`config.mk`:
```
export PLATFORM = sky130hd
export DESIGN_NAME = fae_auto_ecc
export DESIGN_NICKNAME = d
export VERILOG_FILES = /design/src/verilog/fae_ecc_calc.v /design/src/verilog/fae_auto_ecc.v
export VERILOG_INCLUDE_DIRS = /design/src /design/src/verilog
export SDC_FILE = /design/constraint.sdc
export NUM_CORES = 1
export LEC_CHECK = 0
export BUFFER_PORTS_ARGS = -buffer_cell sky130_fd_sc_hd__buf_4
export CAP_MARGIN = 10
export CORE_AREA = 2 2 253 255
export CTS_CLUSTER_SIZE = 8
export DETAILED_ROUTE_END_ITERATION = 10
export DIE_AREA = 0 0 255 257
export GPL_ROUTABILITY_DRIVEN = 0
export HOLD_SLACK_MARGIN = 0.03
export PLACE_DENSITY_LB_ADDON = 0.12
export SLEW_MARGIN = 40
export SYNTH_ARGS = -nofsm -noshare
export SYNTH_HDL_FRONTEND = slang
export SYNTH_SLANG_ARGS = --single-unit
```
`constraint.sdc`:
```
create_clock -name sys_clk -period 5.4 [get_ports sys_clk]
set_input_delay 0.54 -clock sys_clk [delete_from_list [all_inputs] [get_ports sys_clk]]
set_output_delay 0.54 -clock sys_clk [all_outputs]
set_load 0.005 [all_outputs]
```
`src/verilog/fae_map.vh`:
```
// Constants for the automatic correction unit: layout, reset values and register offsets.
`ifndef FAE_MAP_VH
`define FAE_MAP_VH
`define FAE_UNIT_BITS       128
`define FAE_CHECK_BITS      8
`define FAE_CHECK_ERASED    8'hFF
`define FAE_FLAG_ENABLED    1'b1
`define FAE_FLAG_DISABLED   1'b0
`define FAE_OFF_IRQ_STATUS  8'h00
`define FAE_OFF_IRQ_MASK    8'h04
`define FAE_OFF_UNIT_STATUS 8'h08
`define FAE_OFF_CORR_COUNT  8'h0C
`define FAE_ST_DISABLED     0
`define FAE_ST_CHECK_ERR    1
`define FAE_ST_DATA_ERR     2
`define FAE_ST_UNCORR       3
`define FAE_EV_CORRECTED    0
`define FAE_EV_UNCORR       1
`define FAE_EV_DISABLED     2
`define FAE_EV_OTP_REFUSED  3
`define FAE_EVENTS          4
`define FAE_RESP_OKAY       2'h0
`define FAE_RESP_SLVERR     2'h2
`endif

```
`src/verilog/fae_ecc_calc.v`:
```
// Check value generator and single-bit locator for one 16-byte correction unit.
`timescale 1ns/10ps
`include "fae_map.vh"
module fae_ecc_calc (
	input  wire [127:0] dataIn,
	input  wire [7:0]   syndrome,
	output reg  [7:0]   checkOut,
	output reg  [127:0] flipMask
);
	// ************************************************************
	// Hamming positions skip powers of two; zeros are summed so an erased unit reads back as erased check bits.
	// ************************************************************
	integer   i;
	reg [8:0] pos;
	reg [7:0] acc;
	always @* begin
		pos      = 9'h003;
		acc      = 8'h00;
		flipMask = 128'h0;
		for (i = 0; i < `FAE_UNIT_BITS; i = i + 1) begin
			if ((pos & (pos - 9'h001)) == 9'h000) begin
				pos = pos + 9'h001;
			end
			if (!dataIn[i]) begin
				acc = acc ^ pos[7:0];
			end
			flipMask[i] = (syndrome == pos[7:0]);
			pos = pos + 9'h001;
		end
		checkOut = acc ^ `FAE_CHECK_ERASED;
	end
endmodule

```
`src/verilog/fae_auto_ecc.v`:
```
// Automatic correction unit logic with its register slave on AXI4-Lite.
//
// Local design decisions: the address map and the AXI4-Lite interface to the registers.
`timescale 1ns/10ps
`include "fae_map.vh"
module fae_auto_ecc (
	input  wire         sys_clk,
	input  wire         sys_rst,
	input  wire [7:0]   s_axi_awaddr,
	input  wire         s_axi_awvalid,
	output wire         s_axi_awready,
	input  wire [31:0]  s_axi_wdata,
	input  wire [3:0]   s_axi_wstrb,
	input  wire         s_axi_wvalid,
	output wire         s_axi_wready,
	output reg  [1:0]   s_axi_bresp,
	output reg          s_axi_bvalid,
	input  wire         s_axi_bready,
	input  wire [7:0]   s_axi_araddr,
	input  wire         s_axi_arvalid,
	output wire         s_axi_arready,
	output reg  [31:0]  s_axi_rdata,
	output reg  [1:0]   s_axi_rresp,
	output reg          s_axi_rvalid,
	input  wire         s_axi_rready,
	output wire         irq,
	input  wire         pgmValid,
	input  wire [127:0] pgmData,
	input  wire [127:0] pgmOldData,
	input  wire [7:0]   pgmOldCheck,
	input  wire         pgmOldFlag,
	output reg          pgmDone,
	output reg  [7:0]   pgmCheck,
	output reg          pgmFlag,
	input  wire         ersValid,
	input  wire         ersOtp,
	output reg          ersGo,
	output reg          ersRefused,
	input  wire         rdValid,
	input  wire         rdStatusCmd,
	input  wire         rdRegSpace,
	input  wire [127:0] rdData,
	input  wire [7:0]   rdCheck,
	input  wire         rdFlag,
	output reg          rdDone,
	output reg  [127:0] rdOut,
	output reg  [7:0]   rdStatus
);
	// ************************************************************
	// Check value generation for programs and syndrome decode for reads.
	// ************************************************************
	wire [7:0]   pgmCalc;
	wire [7:0]   rdCalc;
	wire [7:0]   rdSyndrome;
	wire [127:0] rdFlip;
	fae_ecc_calc uPgmCalc (
		.dataIn   (pgmData),
		.syndrome (8'h00),
		.checkOut (pgmCalc),
		.flipMask ()
	);
	fae_ecc_calc uRdCalc (
		.dataIn   (rdData),
		.syndrome (rdSyndrome),
		.checkOut (rdCalc),
		.flipMask (rdFlip)
	);
	assign rdSyndrome = rdCalc ^ rdCheck;

	// ************************************************************
	// Program path.
	// ************************************************************
	wire pgmFirst;
	wire pgmNewlyOff;
	assign pgmFirst    = (&pgmOldData) && (pgmOldCheck == `FAE_CHECK_ERASED) && (pgmOldFlag == `FAE_FLAG_ENABLED);
	assign pgmNewlyOff = pgmValid && !pgmFirst && (pgmOldFlag == `FAE_FLAG_ENABLED);
	always @(posedge sys_clk) begin
		if (sys_rst) begin
			pgmDone  <= 1'b0;
			pgmCheck <= `FAE_CHECK_ERASED;
			pgmFlag  <= `FAE_FLAG_ENABLED;
		end else begin
			pgmDone <= pgmValid;
			if (pgmValid) begin
				if (pgmFirst) begin
					pgmCheck <= pgmCalc;
					pgmFlag  <= `FAE_FLAG_ENABLED;
				end else begin
					pgmCheck <= pgmOldCheck;
					pgmFlag  <= `FAE_FLAG_DISABLED;
				end
			end
		end
	end

	// ************************************************************
	// Erase path.
	// ************************************************************
	always @(posedge sys_clk) begin
		if (sys_rst) begin
			ersGo      <= 1'b0;
			ersRefused <= 1'b0;
		end else begin
			ersGo      <= ersValid && !ersOtp;
			ersRefused <= ersValid && ersOtp;
		end
	end

	// ************************************************************
	// Read path and unit status.
	// ************************************************************
	wire       rdEnabled;
	wire       rdCheckErr;
	wire       rdDataErr;
	wire       rdUncorr;
	wire [7:0] rdStatusD;
	assign rdEnabled  = (rdFlag == `FAE_FLAG_ENABLED) && !rdRegSpace;
	assign rdCheckErr = rdEnabled && (rdSyndrome != 8'h00) && ((rdSyndrome & (rdSyndrome - 8'h01)) == 8'h00);
	assign rdDataErr  = rdEnabled && (|rdFlip);
	assign rdUncorr   = rdEnabled && (rdSyndrome != 8'h00) && !rdCheckErr && !rdDataErr;
	assign rdStatusD  = {4'h0, rdUncorr, rdDataErr, rdCheckErr, ~rdEnabled};
	always @(posedge sys_clk) begin
		if (sys_rst) begin
			rdDone   <= 1'b0;
			rdOut    <= 128'h0;
			rdStatus <= 8'h00;
		end else begin
			rdDone <= rdValid;
			if (rdValid) begin
				rdStatus <= rdStatusD;
				if (rdStatusCmd) begin
					rdOut <= {120'h0, rdStatusD};
				end else if (rdDataErr) begin
					rdOut <= rdData ^ rdFlip;
				end else begin
					rdOut <= rdData;
				end
			end
		end
	end

	// ************************************************************
	// Register slave.
	// ************************************************************
	reg  [`FAE_EVENTS-1:0] irqStatus_q;
	reg  [`FAE_EVENTS-1:0] irqMask_q;
	reg  [7:0]             unitStatus_q;
	reg  [31:0]            corrCount_q;
	wire [`FAE_EVENTS-1:0] events;
	wire                   wrTake;
	wire                   rdTake;
	wire                   statusReadClr;
	wire                   countWrite;
	assign events[`FAE_EV_CORRECTED]   = rdValid && (rdDataErr || rdCheckErr);
	assign events[`FAE_EV_UNCORR]      = rdValid && rdUncorr;
	assign events[`FAE_EV_DISABLED]    = pgmNewlyOff;
	assign events[`FAE_EV_OTP_REFUSED] = ersValid && ersOtp;
	assign wrTake        = s_axi_awvalid && s_axi_wvalid && !s_axi_bvalid;
	assign s_axi_awready = wrTake;
	assign s_axi_wready  = wrTake;
	assign rdTake        = s_axi_arvalid && !s_axi_rvalid;
	assign s_axi_arready = rdTake;
	assign statusReadClr = rdTake && (s_axi_araddr == `FAE_OFF_IRQ_STATUS);
	assign countWrite    = wrTake && (s_axi_awaddr == `FAE_OFF_CORR_COUNT);
	assign irq           = |(irqStatus_q & irqMask_q);

	always @(posedge sys_clk) begin
		if (sys_rst) begin
			irqStatus_q  <= {`FAE_EVENTS{1'b0}};
			unitStatus_q <= 8'h00;
			corrCount_q  <= 32'h0;
		end else begin
			irqStatus_q <= (statusReadClr ? {`FAE_EVENTS{1'b0}} : irqStatus_q) | events;
			if (rdValid && !rdRegSpace) begin
				unitStatus_q <= rdStatusD;
			end
			if (countWrite) begin
				corrCount_q <= 32'h0;
			end else if (events[`FAE_EV_CORRECTED] && (corrCount_q != 32'hFFFFFFFF)) begin
				corrCount_q <= corrCount_q + 32'h1;
			end
		end
	end

	always @(posedge sys_clk) begin
		if (sys_rst) begin
			irqMask_q    <= {`FAE_EVENTS{1'b0}};
			s_axi_bvalid <= 1'b0;
			s_axi_bresp  <= `FAE_RESP_OKAY;
		end else begin
			if (wrTake) begin
				s_axi_bvalid <= 1'b1;
				case (s_axi_awaddr)
					`FAE_OFF_IRQ_MASK: begin
						if (s_axi_wstrb[0]) begin
							irqMask_q <= s_axi_wdata[`FAE_EVENTS-1:0];
						end
						s_axi_bresp <= `FAE_RESP_OKAY;
					end
					`FAE_OFF_IRQ_STATUS, `FAE_OFF_UNIT_STATUS, `FAE_OFF_CORR_COUNT: begin
						s_axi_bresp <= `FAE_RESP_OKAY;
					end
					default: begin
						s_axi_bresp <= `FAE_RESP_SLVERR;
					end
				endcase
			end else if (s_axi_bready) begin
				s_axi_bvalid <= 1'b0;
			end
		end
	end

	always @(posedge sys_clk) begin
		if (sys_rst) begin
			s_axi_rvalid <= 1'b0;
			s_axi_rdata  <= 32'h0;
			s_axi_rresp  <= `FAE_RESP_OKAY;
		end else begin
			if (rdTake) begin
				s_axi_rvalid <= 1'b1;
				s_axi_rresp  <= `FAE_RESP_OKAY;
				case (s_axi_araddr)
					`FAE_OFF_IRQ_STATUS: begin
						s_axi_rdata <= {{(32-`FAE_EVENTS){1'b0}}, irqStatus_q};
					end
					`FAE_OFF_IRQ_MASK: begin
						s_axi_rdata <= {{(32-`FAE_EVENTS){1'b0}}, irqMask_q};
					end
					`FAE_OFF_UNIT_STATUS: begin
						s_axi_rdata <= {24'h0, unitStatus_q};
					end
					`FAE_OFF_CORR_COUNT: begin
						s_axi_rdata <= corrCount_q;
					end
					default: begin
						s_axi_rdata <= 32'h0;
						s_axi_rresp <= `FAE_RESP_SLVERR;
					end
				endcase
			end else if (s_axi_rready) begin
				s_axi_rvalid <= 1'b0;
			end
		end
	end
endmodule

```
* Word level (Yosys, flattened, before mapping) *
Index checks and enable logic that the tools add are counted.

cells by class
  reductions and logical operators = 42
  bitwise gates (word level) = 262
  equal/unequal tests = 136
  add/subtract/negate cells = 2
  muxes and demuxes = 268

operators by type and width
  kind                                                 number
  two-way mux 7 bit                                    126
  equality test 8 x 7 -> 1 bit, second input constant  63
  two-way mux 6 bit                                    62
  NOT 4 bit                                            72
  two-way mux 128 bit                                  2
  equality test 8 x 6 -> 1 bit, second input constant  31
  NOT 3 bit                                            76
  NOT 5 bit                                            42
  two-way mux 5 bit                                    30
  two-way mux 8 bit                                    17
  case mux 32 bit (4 select lines)                     1
  AND reduction 128 bit                                1
  OR reduction 128 bit                                 1
  XOR 128 bit                                          1
  equality test 8 x 5 -> 1 bit, second input constant  15
  NOT 2 bit                                            46
  equality test 8 x 4 -> 1 bit, second input constant  11
  NOT 6 bit                                            14
  equality test 8 bit, second input constant           9
  two-way mux 4 bit                                    15
  equality test 8 x 3 -> 1 bit, second input constant  5
  adder 32 x 1 -> 32 bit, second input constant        1
  inequality test 32 bit, second input constant        1
  logical NOT 8 bit                                    3
  21 further kinds                                     65

storage, ports and cells
  register bits after elaboration = 227

* Depth between registers and ports, before layout *
  depth after elaboration = 266
  mapped depth = 16

* By module *
Synthesis repeated with hierarchy kept, for this count alone.

second synthesis, totals
  cell total of the unflattened synthesis = 2066
  area total of the unflattened synthesis = 16548.4 um^2

by module, submodules not included
  module                   area each (um^2)  times used  cells each  seq. area each (um^2)
  fae_auto_ecc             10410.0           1           1271        4504.3
  fae_ecc_calc (uPgmCalc)  3161.8            1           385         0.0
  fae_ecc_calc (uRdCalc)   2976.6            1           410         0.0

* Worst setup path before layout *
Ideal clock, no wire load.

  path kind = input port to flip-flop
  from = input rdData[54]
  to = register corrCount_q[15]
  buffers on the path = 1
  arrival = 4.188 ns
  required time = 5.330 ns
  stages on the path = 15
  setup slack = 1.142 ns
  library setup time = 0.070 ns
  cell sequence = xor3_1 -> xnor3_1 -> xor3_1 -> xnor3_2 -> xnor2_2 -> buf_2 -> nand2_1 -> a2111oi_0 -> o21ai_1 -> a21oi_1 -> nand2_1 -> nand4_2 -> nand2_1 -> or4_1 -> a21oi_1

on the way
  longest elaborated chain between the ends = 121

RTL lines
  what                                line                RTL
  start: declaration                  fae_auto_ecc.v:42   input wire [127:0] rdData,
  two-way mux 6 bit (*)               fae_ecc_calc.v:24   if (!dataIn[i]) begin
  NOT 5 bit (no source line)          -
  two-way mux 6 bit (*)               fae_ecc_calc.v:24
  NOT 6 bit (no source line)          -
  two-way mux 6 bit (*)               fae_ecc_calc.v:24
  two-way mux 7 bit (*) (3 in a row)  fae_ecc_calc.v:24
  NOT 2 bit (no source line)          -
  two-way mux 7 bit (*)               fae_ecc_calc.v:24
  [103 not listed]                    -
  XOR 8 bit (*)                       fae_auto_ecc.v:68   assign rdSyndrome = rdCalc ^ rdCheck;
  subtractor 8 x 1 -> 8 bit           fae_auto_ecc.v:118  assign rdCheckErr = rdEnabled && (rdSyndrome != 8'h00) && ((rdSyndrome & (rdSyndrome - 8'h01)) == 8'h00);
  bitwise AND 8 bit                   fae_auto_ecc.v:118
  logical NOT 8 bit                   fae_auto_ecc.v:118
  logical AND 1 bit                   fae_auto_ecc.v:118
  logical OR 1 bit (*)                fae_auto_ecc.v:154  assign events[`FAE_EV_CORRECTED] = rdValid && (rdDataErr || rdCheckErr);
  logical AND 1 bit (*)               fae_auto_ecc.v:154
  logical AND 1 bit (*)               fae_auto_ecc.v:179  end else if (events[`FAE_EV_CORRECTED] && (corrCount_q != 32'hFFFFFFFF)) begin
  end signal: assignment              fae_auto_ecc.v:180  corrCount_q <= corrCount_q + 32'h1;
  end: declaration                    fae_auto_ecc.v:148  reg [31:0] corrCount_q;

Every way passes the cells marked *; elsewhere a longest branch is shown, timed or not.
A chain may end at the register's enable or synchronous reset.

* Worst setup path in the final report *
  from = input rdData[54]
  to = register corrCount_q[30]

The elaborated chain is that of the path after synthesis.

==> impl_results.md <==
* HPWL Detailed at ~64 mm
* Fmax achieved at between 200 and 250 MHz
* Design Area, Final at 0.0228 mm2
* Drc violations at 0
* Postcts setup bufs at 0
* CTS buffer count at 34
* Mapped Area at about 0.016 mm2
* Hold/Removal Path Class: in2reg
* Register bit count reported by yosys at 225
* Overall Global Routing Usage at roughly 23%
* Register Area at between 0.004 and 0.005 mm2
* CTS-repair resized insts at 0
* # nets final at 2953
* Share of layout cells above drive strength 1 at a little under a third
* Reg2reg start: corrCount_q[8]
* DP Worst Slack at 196 ps
* Worst-Margin Slew at 841 ps
* Ys async rst share at 0%
* Largest net degree at the start of global routing at 125
* Initial antenna violation count at 4
* Final min period at 4690 ps
* Leakage at slightly above 9 nW
* Total power at 15.0 mW
* Final setup margin at 715 ps
* Critical Path RT at 5870 ps
* CTS clock-pin slew for the worst setup and hold paths at 50 ps
* H-tree depth at 2
* Fin Hold WS at ~180 ps
* Synth unique cells at 79
* Kind of start point of the critical path: input pin
* Slew Viols, Final at 0
* Pwr/cell area at 658 mW/mm2
* Core ar. at 0.0627 mm2
* Num rows at 92
* DR WL/cell at approximately 23 um
* Period utilization at ~87%
* Hold wc startpoint: ersOtp
* Maximum Capacitance Violations at 0
* Sequential share of the synthesized area at 28.0%
* Top FF cell, synth: dfxtp_1
* Mean number of vias per cell at 4.65
* Layout filler cell count at roughly 6600
* Synthesized area per cell at around 8.6 um2
* CTS Root Cell: clkbuf_16
* Skew-Pair Late Insertion Delay at about 540 ps
* Fin cells at 3336
* Worst R2R End: corrCount_q[15]
* Sink Count at approximately 230
* R2R depth at 14
* RSZ-0062 raised after global routing: false
* Clock skew at 15.6 ps
* CTS tree: yes
* Global-route wire length before repair at 110 mm
* WS Path Type: in2reg
* Placed Area at 0.0219 mm2
* Initial drt markers at between 1000 and 1500
* # port buffers at 620
* Worst Setup End Kind: register
* Area occupied by multi-input gates at 0.0112 mm2
* Status: completed
* Final Hold Viols at 0
* Post-synth EDFFs at 0
* Die X at 255 um
* Die Ht at 257 um
* Hold EP: ersGo
* Layout Utilization at between 30% and 40%
* Peak supply drop at about 0.70 mV
* Vias in the first global route at roughly 16000
* Drt total wl at 77.7 mm
* Slew headroom at 43.8%
* Initial Util at 25.7%
* Gr ovfl total at 0
* Ys Warns at 0
* # setup viols final at 0
* Final TNS setup at 0 ps
* R2r setup slk at roughly 1600 ps
* Worst-path maximum fanout at 8
* Area growth from synthesis to layout at 41.5%
* Clk buf depth at 3
* Placed insts at 3295
* IO Pins at 658
* CTS Hold Bufs at 0
* Vias at 15500
* Post-Syn Instances at 1868
* Hold Path Depth at 2
* Post-route ant nets at 0
* TritonRoute pass-1 iters at 5
* Critical Path AT at 5150 ps
* Die ar. at approximately 0.066 mm2
## power breakdown
part / switching, mW / total (mW) / leakage (nW) / internal, mW
registers: 0.0388 / 1.77 / 1.83 / 1.73
logic: 7.17 / 11.3 / 6.79 / 4.13
clock network: 0.780 / 1.93 / 0.450 / 1.15
## kinds of logic (layout without fill, tap and decap cells)
family / after synthesis / in the layout / synth area share, %
muxes: 20 / 20 / 1.55
buffers and inverters: 99 / 714 / 2.56
and+or+nand+nor: 621 / 621 / 17.6
DFF: 225 / 225 / 28.0
xor gates and xnor gates: 642 / 642 / 40.4
other: 1 / 8 / 0.0233
AOI/OAI and AO/OA: 255 / 255 / 9.52
adders and majority gates: 5 / 5 / 0.326
## placed cells by master (no fill, tap or decap), types with 3 or more instances in the layout
| master | n |
|---|---|
| a2111oi_0 | 3 |
| a211oi_1 | 3 |
| a21oi_1 | 29 |
| a22oi_1 | 36 |
| a311oi_1 | 3 |
| and3_1 | 19 |
| buf_4 | 665 |
| clkbuf_16 | 35 |
| conb_1 | 6 |
| dfxtp_1 | 225 |
| inv_1 | 8 |
| maj3_1 | 4 |
| mux2i_1 | 16 |
| mux4_2 | 4 |
| nand2_1 | 197 |
| nand2b_1 | 5 |
| nand3_1 | 38 |
| nand4_1 | 52 |
| nand4_2 | 3 |
| nor2_1 | 232 |
| nor3_1 | 22 |
| nor4_1 | 15 |
| o21ai_0 | 145 |
| o22ai_1 | 5 |
| o31ai_1 | 3 |
| or3_1 | 7 |
| or4_1 | 6 |
| xnor2_1 | 482 |
| xnor2_2 | 9 |
| xnor3_1 | 43 |
| xnor3_2 | 3 |
| xor2_1 | 93 |
| xor3_1 | 7 |
## flip-flops by register name, summed over array words and instances, names as in the netlist, 4 cells and up
register and count:
rdOut 128, rdStatus 4, s_axi_rdata 32, unitStatus_q 4, corrCount_q 32, pgmCheck 8, irqStatus_q 4, irqMask_q 4
## area by class of cell
cell class,count,area share (%)
Timing Repair Buffer,667,22.1
Sequential cell,225,19.8
Clock inverter,3,0.181
Clock buffer,36,3.86
Multi-Input combinational cell,1549,49.3
Antenna cell,2,0.0220
Tap cell,846,4.65
Inverter,8,0.132
## worst max-delay path, stage by stage
cell and delay [ps]:
buf_4 150, xor3_1 480, xnor3_1 400, xor3_1 440
xnor3_2 350, xnor2_2 550, nand4_2 410, or3_1 400
a31oi_1 200, a311oi_1 70, and3_4 240, nand4b_4 160
nand2_4 110, or4_1 480, a21oi_1 160
## per-layer routing
layer | vias up | share of wire, % | wire, um | GRT usage (%)
li1 | 7481 | - | - | -
met4 | 0 | 3.8 | 2980 | 8.77
met5 | - | 0 | 0 | 0
met1 | 7310 | 39 | 30200 | 26.9
met2 | 617 | 51 | 40000 | 42.0
met3 | 96 | 5.8 | 4520 | 3.39
## synth_stat cells, types with 3 or more instances
master	instances	area share, %
xnor2_1	482	26
nor2_1	233	5.4
dfxtp_1	225	28
nand2_1	198	4.6
o21ai_0	145	4.5
xor2_1	93	5.1
clkbuf_1	70	1.6
nand4_1	52	2.0
xnor3_1	43	6.0
nand3_1	38	1.2
a22oi_1	36	1.7
a21oi_1	29	0.90
nor3_1	23	0.72
and3_1	20	0.78
mux2i_1	16	0.99
nor4_1	16	0.62
buf_2	9	0.28
xnor2_2	9	0.91
buf_4	8	0.37
inv_1	8	0.19
or3_1	7	0.27
xor3_1	7	1.0
or4_1	6	0.28
nand2b_1	5	0.19
o22ai_1	5	0.19
buf_1	4	0.093
maj3_1	4	0.25
mux4_2	4	0.56
a2111oi_0	3	0.16
a211oi_1	3	0.14
a311oi_1	3	0.16
nand4_2	3	0.23
o31ai_1	3	0.14
xnor3_2	3	0.44
## worst max-delay path by stage
stage,startpoint,endpoint,slack (ps),depth (start not counted)
detailed placement,rdData[54],corrCount_q[30],200,15
finish,rdData[54],corrCount_q[30],710,15
CTS,rdData[54],corrCount_q[30],760,15
global route,rdData[56],corrCount_q[30],520,15
floorplan,rdData[54],corrCount_q[15],1140,15
global placement,rdData[54],corrCount_q[20],250,15
Power figures use the tool's default switching activity.
